### config.mk
export PLATFORM = sky130hd
export DESIGN_NAME = dcpo_regs
export DESIGN_NICKNAME = d
export VERILOG_FILES = /design/src/verilog/dcpo_trim_apply.v /design/src/verilog/dcpo_regs.v
export VERILOG_INCLUDE_DIRS = /design/src /design/src/shared
export SDC_FILE = /design/constraint.sdc
export NUM_CORES = 1
export LEC_CHECK = 0
export BUFFER_PORTS_ARGS = -buffer_cell sky130_fd_sc_hd__buf_2
export CORE_MARGIN = 3
export CORE_UTILIZATION = 55
export DETAILED_ROUTE_END_ITERATION = 10
export GPL_ROUTABILITY_DRIVEN = 0
export PLACE_DENSITY = 0.77
export SYNTH_ARGS = -nofsm -noshare
export SYNTH_HDL_FRONTEND = slang
export SYNTH_HIERARCHICAL = 1
export SYNTH_SLANG_ARGS = --single-unit
### constraint.sdc
create_clock -name MCLK -period 9 [get_ports MCLK]
set_clock_uncertainty 0.1 [all_clocks]
set_input_delay 1.8 -clock MCLK [delete_from_list [all_inputs] [get_ports MCLK]]
set_output_delay 1.8 -clock MCLK [all_outputs]
set_load 0.005 [all_outputs]
### src/shared/dcpo_consts.vh
// offsets, field positions, reset values and masks of the channel code and pair trim block
`ifndef DCPO_CONSTS_VH
`define DCPO_CONSTS_VH

// ----------------------------------------------------------------
// register indices (byte address is four times the index)
// ----------------------------------------------------------------
`define DCPO_IDX_CODE_FIRST 7'h14
`define DCPO_IDX_CODE_LAST 7'h1B
`define DCPO_IDX_TRIM_FIRST 7'h21
`define DCPO_IDX_TRIM_SECOND 7'h22
`define DCPO_IDX_CONFIG 7'h30
`define DCPO_IDX_LEVEL_FIRST 7'h40
`define DCPO_IDX_LEVEL_LAST 7'h47

// ----------------------------------------------------------------
// reset values
// ----------------------------------------------------------------
`define DCPO_CODE_RESET 16'h0000
`define DCPO_TRIM_RESET 16'h0000
`define DCPO_LEVEL_RESET 16'h0000
`define DCPO_PAIR_RESET 4'h0
`define DCPO_RES_RESET 2'h0
`define DCPO_RDATA_RESET 32'h0000_0000

// ----------------------------------------------------------------
// field positions
// ----------------------------------------------------------------
`define DCPO_CFG_PAIR_MSB 3
`define DCPO_CFG_PAIR_LSB 0
`define DCPO_CFG_RES_MSB 5
`define DCPO_CFG_RES_LSB 4
`define DCPO_TRIM_UP_MSB 15
`define DCPO_TRIM_UP_LSB 8
`define DCPO_TRIM_LO_MSB 7
`define DCPO_TRIM_LO_LSB 0

// ----------------------------------------------------------------
// resolution variants and their significant-bit masks
// ----------------------------------------------------------------
`define DCPO_RES_FULL 2'h0
`define DCPO_RES_MID 2'h1
`define DCPO_RES_LOW 2'h2
`define DCPO_CMASK_FULL 16'hFFFF
`define DCPO_CMASK_MID 16'hFFFC
`define DCPO_CMASK_LOW 16'hFFF0
`define DCPO_TMASK_FULL 8'hFF
`define DCPO_TMASK_MID 8'hFC
`define DCPO_TMASK_LOW 8'hF0

`endif

### src/verilog/dcpo_trim_apply.v
// output levels of one channel pair: code masking and signed trim of the upper channel
`include "dcpo_consts.vh"

module dcpo_trim_apply (
  input wire [15:0] code,
  input wire [7:0] trim,
  input wire [1:0] res,
  output reg [15:0] lower_level,
  output reg [15:0] upper_level
);

  reg [15:0] cmask;
  reg [7:0] tmask;
  reg [7:0] trim_m;
  reg [17:0] sum;

  // ----------------------------------------------------------------
  // significant bits per variant
  // ----------------------------------------------------------------
  // code left-justified; trim kept in full-code LSB units with its low bits masked,
  // which rounds it down to a whole variant step without a shifter
  always @* begin
    case (res)
      `DCPO_RES_FULL: begin
        cmask = `DCPO_CMASK_FULL;
        tmask = `DCPO_TMASK_FULL;
      end
      `DCPO_RES_MID: begin
        cmask = `DCPO_CMASK_MID;
        tmask = `DCPO_TMASK_MID;
      end
      default: begin
        cmask = `DCPO_CMASK_LOW;
        tmask = `DCPO_TMASK_LOW;
      end
    endcase
    trim_m = trim & tmask;
    lower_level = code & cmask;
    // sign-extended add, then clamp to the unsigned code span
    sum = {2'b00, lower_level} + {{10{trim_m[7]}}, trim_m};
    if (sum[17]) begin
      upper_level = 16'h0000;
    end else if (sum[16]) begin
      upper_level = cmask;
    end else begin
      upper_level = sum[15:0];
    end
  end

endmodule

### src/verilog/dcpo_regs.v
// eight channel code registers, two pair trim registers and their Avalon-MM slave
//
// Chosen here: the Avalon-MM slave port.
`include "dcpo_consts.vh"

module dcpo_regs (
  input wire MCLK,
  input wire NRST,
  input wire [8:0] ADDRESS,
  input wire READ,
  input wire WRITE,
  input wire [31:0] WRITEDATA,
  input wire [3:0] BYTEENABLE,
  output wire [31:0] READDATA,
  output wire WAITREQUEST,
  output wire [15:0] CH_LEVEL0,
  output wire [15:0] CH_LEVEL1,
  output wire [15:0] CH_LEVEL2,
  output wire [15:0] CH_LEVEL3,
  output wire [15:0] CH_LEVEL4,
  output wire [15:0] CH_LEVEL5,
  output wire [15:0] CH_LEVEL6,
  output wire [15:0] CH_LEVEL7
);

  // ----------------------------------------------------------------
  // reset release
  // ----------------------------------------------------------------
  reg rst_meta_q;
  reg rst_n_q;

  // assert at once, release two edges later so no flop leaves reset mid-edge
  always @(posedge MCLK or negedge NRST) begin
    if (!NRST) begin
      rst_meta_q <= 1'b0;
      rst_n_q <= 1'b0;
    end else begin
      rst_meta_q <= 1'b1;
      rst_n_q <= rst_meta_q;
    end
  end

  // ----------------------------------------------------------------
  // bus handshake
  // ----------------------------------------------------------------
  wire [6:0] idx;
  wire [6:0] code_off;
  wire req;
  wire commit_wr;
  reg wait_q;
  reg [31:0] rdata_q;
  reg [31:0] rdata_d;

  assign idx = ADDRESS[8:2];
  assign code_off = idx - `DCPO_IDX_CODE_FIRST;
  assign req = READ | WRITE;
  // a write lands on the edge where the master sees waitrequest low
  assign commit_wr = WRITE & ~wait_q;

  // one wait cycle per access; read data is loaded as waitrequest drops
  always @(posedge MCLK or negedge rst_n_q) begin
    if (!rst_n_q) begin
      wait_q <= 1'b1;
      rdata_q <= `DCPO_RDATA_RESET;
    end else if (req && wait_q) begin
      wait_q <= 1'b0;
      rdata_q <= rdata_d;
    end else begin
      wait_q <= 1'b1;
    end
  end

  assign WAITREQUEST = wait_q;
  assign READDATA = rdata_q;

  // ----------------------------------------------------------------
  // configuration: pair enables and resolution variant
  // ----------------------------------------------------------------
  reg [3:0] pair_en_q;
  reg [1:0] res_q;
  wire cfg_hit;

  assign cfg_hit = commit_wr && (idx == `DCPO_IDX_CONFIG) && BYTEENABLE[0];

  // pair bit k joins channels 2k and 2k+1
  always @(posedge MCLK or negedge rst_n_q) begin
    if (!rst_n_q) begin
      pair_en_q <= `DCPO_PAIR_RESET;
      res_q <= `DCPO_RES_RESET;
    end else if (cfg_hit) begin
      pair_en_q <= WRITEDATA[`DCPO_CFG_PAIR_MSB:`DCPO_CFG_PAIR_LSB];
      res_q <= WRITEDATA[`DCPO_CFG_RES_MSB:`DCPO_CFG_RES_LSB];
    end
  end

  // ----------------------------------------------------------------
  // pair trim registers
  // ----------------------------------------------------------------
  reg [15:0] trim_first_q;
  reg [15:0] trim_second_q;
  wire [31:0] trim_flat;

  // byte lanes honoured so one trim field can change alone
  always @(posedge MCLK or negedge rst_n_q) begin
    if (!rst_n_q) begin
      trim_first_q <= `DCPO_TRIM_RESET;
      trim_second_q <= `DCPO_TRIM_RESET;
    end else if (commit_wr) begin
      if (idx == `DCPO_IDX_TRIM_FIRST) begin
        if (BYTEENABLE[0]) trim_first_q[7:0] <= WRITEDATA[7:0];
        if (BYTEENABLE[1]) trim_first_q[15:8] <= WRITEDATA[15:8];
      end
      if (idx == `DCPO_IDX_TRIM_SECOND) begin
        if (BYTEENABLE[0]) trim_second_q[7:0] <= WRITEDATA[7:0];
        if (BYTEENABLE[1]) trim_second_q[15:8] <= WRITEDATA[15:8];
      end
    end
  end

  // pair order 0-1, 2-3, 4-5, 6-7 in the flat vector
  assign trim_flat = {
    trim_second_q[`DCPO_TRIM_UP_MSB:`DCPO_TRIM_UP_LSB],
    trim_second_q[`DCPO_TRIM_LO_MSB:`DCPO_TRIM_LO_LSB],
    trim_first_q[`DCPO_TRIM_UP_MSB:`DCPO_TRIM_UP_LSB],
    trim_first_q[`DCPO_TRIM_LO_MSB:`DCPO_TRIM_LO_LSB]
  };

  // ----------------------------------------------------------------
  // per pair: code registers and output levels
  // ----------------------------------------------------------------
  wire [127:0] code_flat;
  wire [127:0] level_flat;

  genvar p;
  generate
    for (p = 0; p < 4; p = p + 1) begin : pr
      reg [15:0] lo_code_q;
      reg [15:0] up_code_q;
      reg [15:0] lo_level_q;
      reg [15:0] up_level_q;
      wire lo_hit;
      wire up_hit;
      wire [15:0] lo_merged;
      wire [15:0] up_merged;
      wire [15:0] lo_new;
      wire [15:0] up_trimmed;
      wire [15:0] up_single;

      assign lo_hit = commit_wr && (code_off == 2 * p);
      assign up_hit = commit_wr && (code_off == 2 * p + 1);
      assign lo_merged = {BYTEENABLE[1] ? WRITEDATA[15:8] : lo_code_q[15:8],
                          BYTEENABLE[0] ? WRITEDATA[7:0] : lo_code_q[7:0]};
      assign up_merged = {BYTEENABLE[1] ? WRITEDATA[15:8] : up_code_q[15:8],
                          BYTEENABLE[0] ? WRITEDATA[7:0] : up_code_q[7:0]};

      // lower code drives both outputs, trimmed on the upper one
      dcpo_trim_apply u_lo (
        .code(lo_merged),
        .trim(trim_flat[8 * p + 7 -: 8]),
        .res(res_q),
        .lower_level(lo_new),
        .upper_level(up_trimmed)
      );

      // unpaired upper channel: plain masked code, no trim
      dcpo_trim_apply u_up (
        .code(up_merged),
        .trim(8'h00),
        .res(res_q),
        .lower_level(up_single),
        .upper_level()
      );

      // stored codes read back as written; upper code writes are dropped while its pair is enabled
      always @(posedge MCLK or negedge rst_n_q) begin
        if (!rst_n_q) begin
          lo_code_q <= `DCPO_CODE_RESET;
          up_code_q <= `DCPO_CODE_RESET;
        end else begin
          if (lo_hit) lo_code_q <= lo_merged;
          if (up_hit && !pair_en_q[p]) up_code_q <= up_merged;
        end
      end

      // levels move only on a code write, so a trim change waits for a rewrite
      always @(posedge MCLK or negedge rst_n_q) begin
        if (!rst_n_q) begin
          lo_level_q <= `DCPO_LEVEL_RESET;
          up_level_q <= `DCPO_LEVEL_RESET;
        end else begin
          if (lo_hit) lo_level_q <= lo_new;
          if (pair_en_q[p]) begin
            if (lo_hit) up_level_q <= up_trimmed;
          end else if (up_hit) begin
            up_level_q <= up_single;
          end
        end
      end

      assign code_flat[32 * p + 31 -: 32] = {up_code_q, lo_code_q};
      assign level_flat[32 * p + 31 -: 32] = {up_level_q, lo_level_q};
    end
  endgenerate

  // ----------------------------------------------------------------
  // read mux; unmapped indices read zero
  // ----------------------------------------------------------------
  always @* begin
    rdata_d = `DCPO_RDATA_RESET;
    if (idx >= `DCPO_IDX_CODE_FIRST && idx <= `DCPO_IDX_CODE_LAST) begin
      rdata_d[15:0] = code_flat[16 * code_off[2:0] +: 16];
    end else if (idx == `DCPO_IDX_TRIM_FIRST) begin
      rdata_d[15:0] = trim_first_q;
    end else if (idx == `DCPO_IDX_TRIM_SECOND) begin
      rdata_d[15:0] = trim_second_q;
    end else if (idx == `DCPO_IDX_CONFIG) begin
      rdata_d[`DCPO_CFG_PAIR_MSB:`DCPO_CFG_PAIR_LSB] = pair_en_q;
      rdata_d[`DCPO_CFG_RES_MSB:`DCPO_CFG_RES_LSB] = res_q;
    end else if (idx >= `DCPO_IDX_LEVEL_FIRST && idx <= `DCPO_IDX_LEVEL_LAST) begin
      rdata_d[15:0] = level_flat[16 * idx[2:0] +: 16];
    end
  end

  // ----------------------------------------------------------------
  // channel level outputs, straight from the level flops
  // ----------------------------------------------------------------
  assign CH_LEVEL0 = level_flat[15:0];
  assign CH_LEVEL1 = level_flat[31:16];
  assign CH_LEVEL2 = level_flat[47:32];
  assign CH_LEVEL3 = level_flat[63:48];
  assign CH_LEVEL4 = level_flat[79:64];
  assign CH_LEVEL5 = level_flat[95:80];
  assign CH_LEVEL6 = level_flat[111:96];
  assign CH_LEVEL7 = level_flat[127:112];

endmodule

== Word level (Yosys, flattened, before mapping) ==
Cells that the tools add are included.
Storage, ports and cells
  bits in registers: 313
  input port bits: 49
  output and inout bits: 161
  logic and storage cells: 147
Operators by class
  add/subtract/negate cells: 5
  magnitude comparators: 4
  eq/ne operators: 15
  shift-type cells: 2
  mux-type cells: 45
  bitwise gates (word level): 15
  reduce and logical (&&, ||, !) cells: 35
Operators by type and width (number)
  $mux W16: 24
  $shiftx A128 B8 Y16: 2
  $and A16 B16 Y16: 8
  $mux W8: 16
  $add A17 B8 Y18: 4
  $and A8 B8 Y8: 4
  $eq A7 B3 Y1 const B: 4
  $eq A7 B6 Y1 const B: 3
  $logic_and A1 B1 Y1: 17
  $pmux W4 S2: 2
  $eq A7 B2 Y1 const B: 2
  $reduce_and A3 Y1: 4
  $mux W10: 1
  $ne A2 B1 Y1 const B: 4
  $reduce_and A2 Y1: 4
  $reduce_bool A2 Y1: 4
  $eq A7 B1 Y1 const B: 1
  $ge A7 B5 Y1 const B: 1
  $ge A7 B7 Y1 const B: 1
  $le A7 B5 Y1 const B: 1
  $le A7 B7 Y1 const B: 1
  $logic_not A7 Y1: 1
  $sub A7 B5 Y7 const B: 1
  $mux W6: 1
  other kinds (7): 10

== Logic depth before layout (Yosys ltp) ==
Gate-level depths: netlist of run 1.
  depth after elaboration: 8
  mapped depth: 17
  gate-level depth less buffers: 15

== By module ==
The synthesis of run 1 kept the hierarchy.
By module, submodules not included
  dcpo_regs: times used 1, cells an instance 1549, area each 15772.6 um^2, seq. area each 7833.8 um^2
  dcpo_trim_apply: times used 8, cells an instance 155, area each 1077.3 um^2, seq. area each 0.0 um^2

== Worst setup path after synthesis of run 1 ==
No wires, ideal clock.
  path kind: input to register
  start: in BYTEENABLE[0]
  end: reg pr[3].up_level_q[2], in the netlist CH_LEVEL7[2]
  library setup time: 77 ps
  arrival: 5178 ps
  data required time: 8823 ps
  setup slack: 3645 ps
  stages: 17
  buffers on the path: 2
  cell sequence: clkbuf_1 -> clkbuf_1 -> nand2_1 -> o21ai_0 -> and2_1 -> ha_1 -> inv_1 -> fa_1 -> nand2b_1 -> a21oi_2 -> o2111ai_2 -> o31a_1 -> a211oi_4 -> mux2_1 -> nor2_1 -> mux2i_1 -> a21oi_1
Between the ends
  cells in the longest elaborated chain, start to end: 7
  elaborated cells on any way between the ends: 10
  classes of those cells: 1 x add/sub; 7 x mux; 2 x bitwise
RTL lines
  start, declared: line dcpo_regs.v:13  | input wire [3:0] BYTEENABLE,
  $mux W8 *: line dcpo_regs.v:152  | BYTEENABLE[0] ? WRITEDATA[7:0] : lo_code_q[7:0]};
  named net pr[3].lo_merged[0]: line dcpo_regs.v:143  | wire [15:0] lo_merged;
  $and A16 B16 Y16 *: line dcpo_trim_apply.v:38  | lower_level = code & cmask;
  named net pr[3].lo_new[0]: line dcpo_regs.v:145  | wire [15:0] lo_new;
  $add A17 B8 Y18 *: line dcpo_trim_apply.v:40  | sum = {2'b00, lower_level} + {{10{trim_m[7]}}, trim_m};
  $mux W16: line dcpo_trim_apply.v:43  | end else if (sum[16]) begin
  $mux W16 *: line dcpo_trim_apply.v:41  | if (sum[17]) begin
  named net pr[3].up_trimmed[2]: line dcpo_regs.v:146  | wire [15:0] up_trimmed;
  $mux W16 *: line dcpo_regs.v:193  | if (lo_hit) up_level_q <= up_trimmed;
  $mux W16 *: line dcpo_regs.v:192  | if (pair_en_q[p]) begin
  end signal, assigned: line dcpo_regs.v:189  | up_level_q <= `DCPO_LEVEL_RESET;
  end signal, assigned: line dcpo_regs.v:193
  end signal, assigned: line dcpo_regs.v:195  | up_level_q <= up_single;
  end, declared: line dcpo_regs.v:140  | reg [15:0] up_level_q;
Mark *: on every way through the listed nets, which the timed path passes. The rest lies on a longest branch. The select of a mux whose other input is x is not followed.
A chain may end at the register's enable or synchronous reset.

== Final worst setup path of run 1 ==
  start: in BYTEENABLE[0]
  end: reg pr[3].up_level_q[4], in the netlist CH_LEVEL7[4]
Same word-level chain as after synthesis.

==> results of run 1 <==
-- layout make-up --
| type | count | share of cell area |
|---|---|---|
| clock buffers | 51 | 0.0472 |
| clock inverters | 10 | 0.00643 |
| inverters | 162 | 0.0274 |
| multi-input cells | 1555 | 0.490 |
| flip-flops and latches | 313 | 0.354 |
| well taps | 468 | 0.0264 |
| repair buffers | 200 | 0.0489 |
-- per-stage QoR --
step | util | hold slack (ns) | instance area [um^2] | power [mW]
final | 0.604 | 0.266 | 22200 | 3.77
after global routing | 0.604 | 0.276 | 22200 | 3.90
after CTS | 0.604 | 0.265 | 22200 | 3.76
after detailed placement | 0.572 | 0.241 | 21000 | 2.27
after global placement | 0.572 | 0.238 | 21000 | 2.24
after floorplan | - | 0.231 | 20600 | 2.06
-- flip-flops by register name, indices dropped and copies added (netlist names) --
register       count
CH_LEVEL4         16
trim_first_q      16
CH_LEVEL3         16
CH_LEVEL2         16
CH_LEVEL5         16
CH_LEVEL0         16
res_q              2
CH_LEVEL7         16
pair_en_q          4
rst_meta_q         1
CH_LEVEL1         16
WAITREQUEST        1
READDATA          16
pr.lo_code_q      64
CH_LEVEL6         16
pr.up_code_q      64
trim_second_q     16
rst_n_q            1
-- final timing paths --
path,startpoint,to,slack [ns],cells past startpoint
max reg2reg,res_q[1]$_DFFE_PN0P_,CH_LEVEL5[3]$_DFFE_PN0P_,4.19,15
min in group asynchronous,rst_n_q$_DFF_PN0_,CH_LEVEL3[13]$_DFFE_PN0P_,0.42,0
max in group asynchronous,rst_n_q$_DFF_PN0_,CH_LEVEL7[7]$_DFFE_PN0P_,6.04,2
min reg2reg,rst_meta_q$_DFF_PN0_,rst_n_q$_DFF_PN0_,0.27,0
min,rst_meta_q$_DFF_PN0_,rst_n_q$_DFF_PN0_,0.27,0
max,BYTEENABLE[0],CH_LEVEL7[4]$_DFFE_PN0P_,2.80,14
-- power breakdown --
group / total, mW / switching (mW) / internal (mW)
Sequential: 1.61 / 0.106 / 1.51
Clock: 1.50 / 0.605 / 0.895
Combinational: 0.659 / 0.405 / 0.254
-- metal layers --
layer / vias to the layer above / wire (um)
met4: 4 / 3810
li1: 7709 / -
met1: 8626 / 25200
met2: 1096 / 27200
met3: 204 / 8440
met5: - / 27
==> flow_summary_export.csv, run 1 <==
group,metric,value,unit
clock_network,cts_tree,"done",
floorplan,die_area,39700,um^2
detailed_routing,routed-via-count,17600,
timing,rsz0062_at_grt,"false",
global_route,grt_start_max_net_pins,157,
synth,syn_inst,2241,
floorplan,die_w,199,um
worst_setup_path,path_max_fanout,60,
detailed_routing,wl,64.7,mm
timing,min_period,6.20,ns
timing,tightest_slew,1.28,ns
floorplan,start_util,0.560,
cells_and_area,nFillCells,2977,
clock_network,ctsRootBufferMaster,"clkbuf_16",
timing,setup_tns,0,ns
clock_network,cts_buffers,35,
status,status,"finished clean",
worst_setup_path,crit_buf_inv,2,
cells_and_area,instances_no_fill,2759,
placement,hpwl,47.0,mm
clock_network,ctsHtreeMaxLevel,2,
worst_setup_path,path_common_cell,"a21oi_1",
worst_setup_path,required,9.30,ns
cells_and_area,layout_common_cells,"dfrtp_1 (311), o21ai_0 (274), nand2_1 (238), buf_2 (172), a21oi_1 (169)",
global_route,grt_pass1_wl,97.1,mm
cells_and_area,multi_input_area,10900,um^2
global_route,met2_usage,0.457,
placement,port_buffers,173,
global_route,grt_use_total,0.320,
synth,syn_area_per_cell,9.18,um^2
detailed_routing,dr.pass1.iters,6,
clock_network,postCtsHoldBufs,0,
clock_network,cts_sinks,313,
worst_setup_path,cp_data_arrival_time,6.50,ns
synth,synth_warnings,6,
worst_setup_path,worst_path_max_delay_cell,"xnor2_1",
floorplan,io_pins,210,
worst_setup_path,startpoint_type,"input port",
global_route,busiest_layer,"met2",
clock_network,clock_latency,0.54,ns
power,max-vdd-ir-drop,0.000117,V
global_route,antenna_found_initial,2,
worst_setup_path,crit_family,"compound AO/OA/AOI/OAI gates",
global_route,grt-ovfl-total,0,
timing,setup_viol,0,
global_route,gr-usage-met3,0.0968,
power,power.static_leakage,10.6,nW
cells_and_area,fin_nets,2388,
timing,timing.slew.headroom,0.146,
cells_and_area,layout_commonest_cell,"dfrtp_1",
worst_setup_path,crit_path_max_incr_delay,0.96,ns
global_route,first_global_vias,16700,
min_path,hp-class,"flop to flop",
synth,netlist_area,20600,um^2
clock_network,cts.path.max_buffers,3,
clock_network,clk_pin_slew_worst_paths,0.06,ns
detailed_routing,drtAntennaViolNets,0,
worst_setup_path,cp-end-kind,"flop",
detailed_routing,wl_per_cell,23.5,um
power,p_per_area,170,nW/um^2
worst_setup_path,criticalPathCategory,"input port to flop",
floorplan,rows,70,
floorplan,die-height,199,um
floorplan,coreArea,36700,um^2
cells_and_area,syn2layout_area_growth,7.81,%
timing,hold_viol,0,
clock_network,postCtsResizedCells,0,
global_route,grtUsageMet1,0.446,
detailed_routing,via_per_inst,6.39,
cells_and_area,antenna_cells,0,
detailed_routing,first_iter_violations,2059,
timing,max_freq,161,MHz
clock_network,post_cts_buffers,0,
cells_and_area,final-seq-area,7840,um^2
placement,post-place-ws,2.56,ns
timing,setup_ws,2.80,ns
timing,timing.final.max_slew_violations,0,
timing,min_period_over_period,0.688,
run,maxCapViolations,0,
worst_setup_path,path_cells,"buf_2 > buf_4 > nand2_1 > o21ai_0 > nor2b_1 > ha_1 > nand4_1 > a311o_1 > nand3_1 > a31oi_1 > xnor2_1 > a21oi_1 > mux2i_1 > a21oi_1",
cells_and_area,drive_gt1_frac,0.201,
placement,dpl.cell_count,2698,
detailed_routing,drc,0,
Note: power is estimated with default switching activity, not from simulation.
==> run 2: changes to the inputs <==
==> constraint.sdc (replaced) <==
create_clock -name MCLK -period 5.45 [get_ports MCLK]
set_clock_uncertainty 0.1 [all_clocks]
set_input_delay 1.09 -clock MCLK [delete_from_list [all_inputs] [get_ports MCLK]]
set_output_delay 1.09 -clock MCLK [all_outputs]
set_load 0.005 [all_outputs]
==> run 2 against run 1 <==
Net effect: global-route usage grew 0.50 points; clock power grew 69%; sequential cell count is the same; count of clock-buffer cells in the layout shrank 4; final cell count grew 0.91%; sequential share of layout area shrank 0.41 points; combinational power grew 68%; highest routed layer unchanged.
==> flow_summary_export.csv, run 2 (same netlist as run 1, synthesis figures left out) <==
group,metric,value,unit
status,status,"finished clean",
detailed_routing,dr.pass1.iters,6,
worst_setup_path,required,5.67,ns
floorplan,coreArea,36700,um^2
worst_setup_path,path_max_fanout,35,
clock_network,cts_sinks,313,
global_route,first_global_vias,17000,
clock_network,clock_latency,0.53,ns
global_route,grt_start_max_net_pins,156,
clock_network,ctsHtreeMaxLevel,2,
global_route,grt_pass1_wl,98.7,mm
placement,hpwl,47.8,mm
clock_network,postCtsResizedCells,0,
detailed_routing,routed-via-count,17900,
cells_and_area,fin_nets,2410,
clock_network,ctsRootBufferMaster,"clkbuf_16",
power,switchingPower,1.85,mW
worst_setup_path,startpoint_type,"input port",
floorplan,io_pins,210,
worst_setup_path,criticalPathCategory,"input port to flop",
timing,min_period,5.03,ns
worst_setup_path,endpoint,"CH_LEVEL7[10]$_DFFE_PN0P_",
worst_setup_path,rrSetupSlack,0.84,ns
worst_setup_path,r2r-end,"CH_LEVEL7[10]$_DFFE_PN0P_",
global_route,antenna_found_initial,1,
worst_setup_path,timing.critical_path.from,"BYTEENABLE[1]",
detailed_routing,wl_per_cell,23.5,um
cells_and_area,syn2layout_area_growth,9.06,%
power,p_comb_frac,0.176,
power,max-vdd-ir-drop,0.000166,V
worst_setup_path,cp-end-kind,"flop",
power,power.static_leakage,10.8,nW
placement,dpl.cell_count,2719,
cells_and_area,drive_gt1_frac,0.211,
cells_and_area,layout_common_cells,"dfrtp_1 (311), o21ai_0 (274), nand2_1 (238), buf_2 (172), a21oi_1 (169)",
timing,hold_viol,0,
detailed_routing,wl,65.4,mm
power,p_clk_frac,0.402,
floorplan,rows,70,
timing,timing.final.max_slew_violations,0,
cells_and_area,reg_top3,"pr.lo_code_q x64, pr.up_code_q x64",
timing,setup_viol,0,
floorplan,die-height,199,um
floorplan,start_util,0.560,
cells_and_area,layout_commonest_cell,"dfrtp_1",
timing,tightest_slew,1.30,ns
global_route,grt-ovfl-total,0,
timing,min_period_over_period,0.923,
placement,post-place-ws,0.210,ns
cells_and_area,instances_no_fill,2784,
clock_network,postCtsHoldBufs,0,
worst_setup_path,reg2reg_depth,13,
timing,whs,0.245,ns
detailed_routing,first_iter_violations,2171,
power,p_per_area,282,nW/um^2
detailed_routing,drtAntennaViolNets,0,
timing,timing.slew.headroom,0.127,
cells_and_area,final_util,0.611,
timing,setup_ws,0.421,ns
power,switching_share,0.292,
worst_setup_path,cp_data_arrival_time,5.24,ns
floorplan,die_area,39700,um^2
power,p_int,4.47,mW
clock_network,cts.path.max_buffers,3,
timing,max_freq,199,MHz
worst_setup_path,r2r_start,"res_q[1]$_DFFE_PN0P_",
run,maxCapViolations,0,
timing,rsz0062_at_grt,"false",
detailed_routing,via_per_inst,6.42,
detailed_routing,drc,0,
min_path,hp-class,"input port to async pin",
placement,port_buffers,173,
clock_network,cts_tree,"done",
power,power_frac_seq,0.422,
floorplan,die_w,199,um
clock_network,clk_pin_slew_worst_paths,0.06,ns
timing,setup_tns,0,ns
clock_network,cts_buffers,35,
clock_network,post_cts_buffers,0,
global_route,grt_use_total,0.325,
## run 2: changes by cell type in the layout (fill, tap and decap cells not counted), sizes merged
cell	previous run	this run
buf	200	222
clkbuf	51	47
bufinv	3	4
clkinv	5	7
clkinvlp	1	3
diode	0	2
## run 2: worst min-delay path by stage
stage / slack [ns] / endpoint / cells past startpoint / start
floorplan: 0.23 / rst_n_q$_DFF_PN0_ / 0 / rst_meta_q$_DFF_PN0_
global placement: 0.24 / rst_n_q$_DFF_PN0_ / 0 / rst_meta_q$_DFF_PN0_
detailed placement: 0.24 / rst_n_q$_DFF_PN0_ / 0 / rst_meta_q$_DFF_PN0_
CTS: 0.23 / rst_n_q$_DFF_PN0_ / 1 / NRST
global route: 0.23 / rst_n_q$_DFF_PN0_ / 1 / NRST
finish: 0.24 / rst_n_q$_DFF_PN0_ / 1 / NRST
## run 2: area by class of cell
type,count,area [um^2]
multi-input combinational,1555,10900
sequential,313,7840
timing repair buffer,222,1290
tap,468,586
fill,2953,14300
clock inverter,15,186
clock buffer,47,1050
inverter,162,608
antenna,2,5.00
## run 2: stage by stage
stage          total power, mW  cell area, um^2
5_1_grt                   6.53            22400
2_1_floorplan             3.40            20600
4_1_cts                   6.28            22400
3_5_place_dp              3.76            21200
3_3_place_gp              3.72            21200
6_report                  6.32            22400
## run 2: layer usage
metal | track usage | up-vias | wire length, um
li1 | - | 7771 | -
met1 | 0.453 | 8701 | 25700
met2 | 0.463 | 1169 | 27100
met3 | 0.0995 | 224 | 8730
met4 | 0.162 | 2 | 3760
met5 | 0 | - | 27
## run 2: power groups by stage
stage / Clock, mW / Combinational (mW) / Sequential, mW
after floorplan: 0 / 0.746 / 2.65
after global placement: 0 / 1.03 / 2.68
after detailed placement: 0 / 1.07 / 2.69
after CTS: 2.55 / 1.08 / 2.65
after global routing: 2.65 / 1.20 / 2.67
final: 2.54 / 1.11 / 2.67
## run 2: critical path, stage by stage
cell and delay [ns]:
buf_2 0.25, buf_12 0.24, nand2_1 0.46, o21ai_0 0.45
ha_1 0.51, a21oi_1 0.13, and3_1 0.16, a21oi_1 0.23
a31oi_1 0.14, xnor2_1 1.01, a21oi_1 0.10, mux2i_1 0.30
a21oi_1 0.14
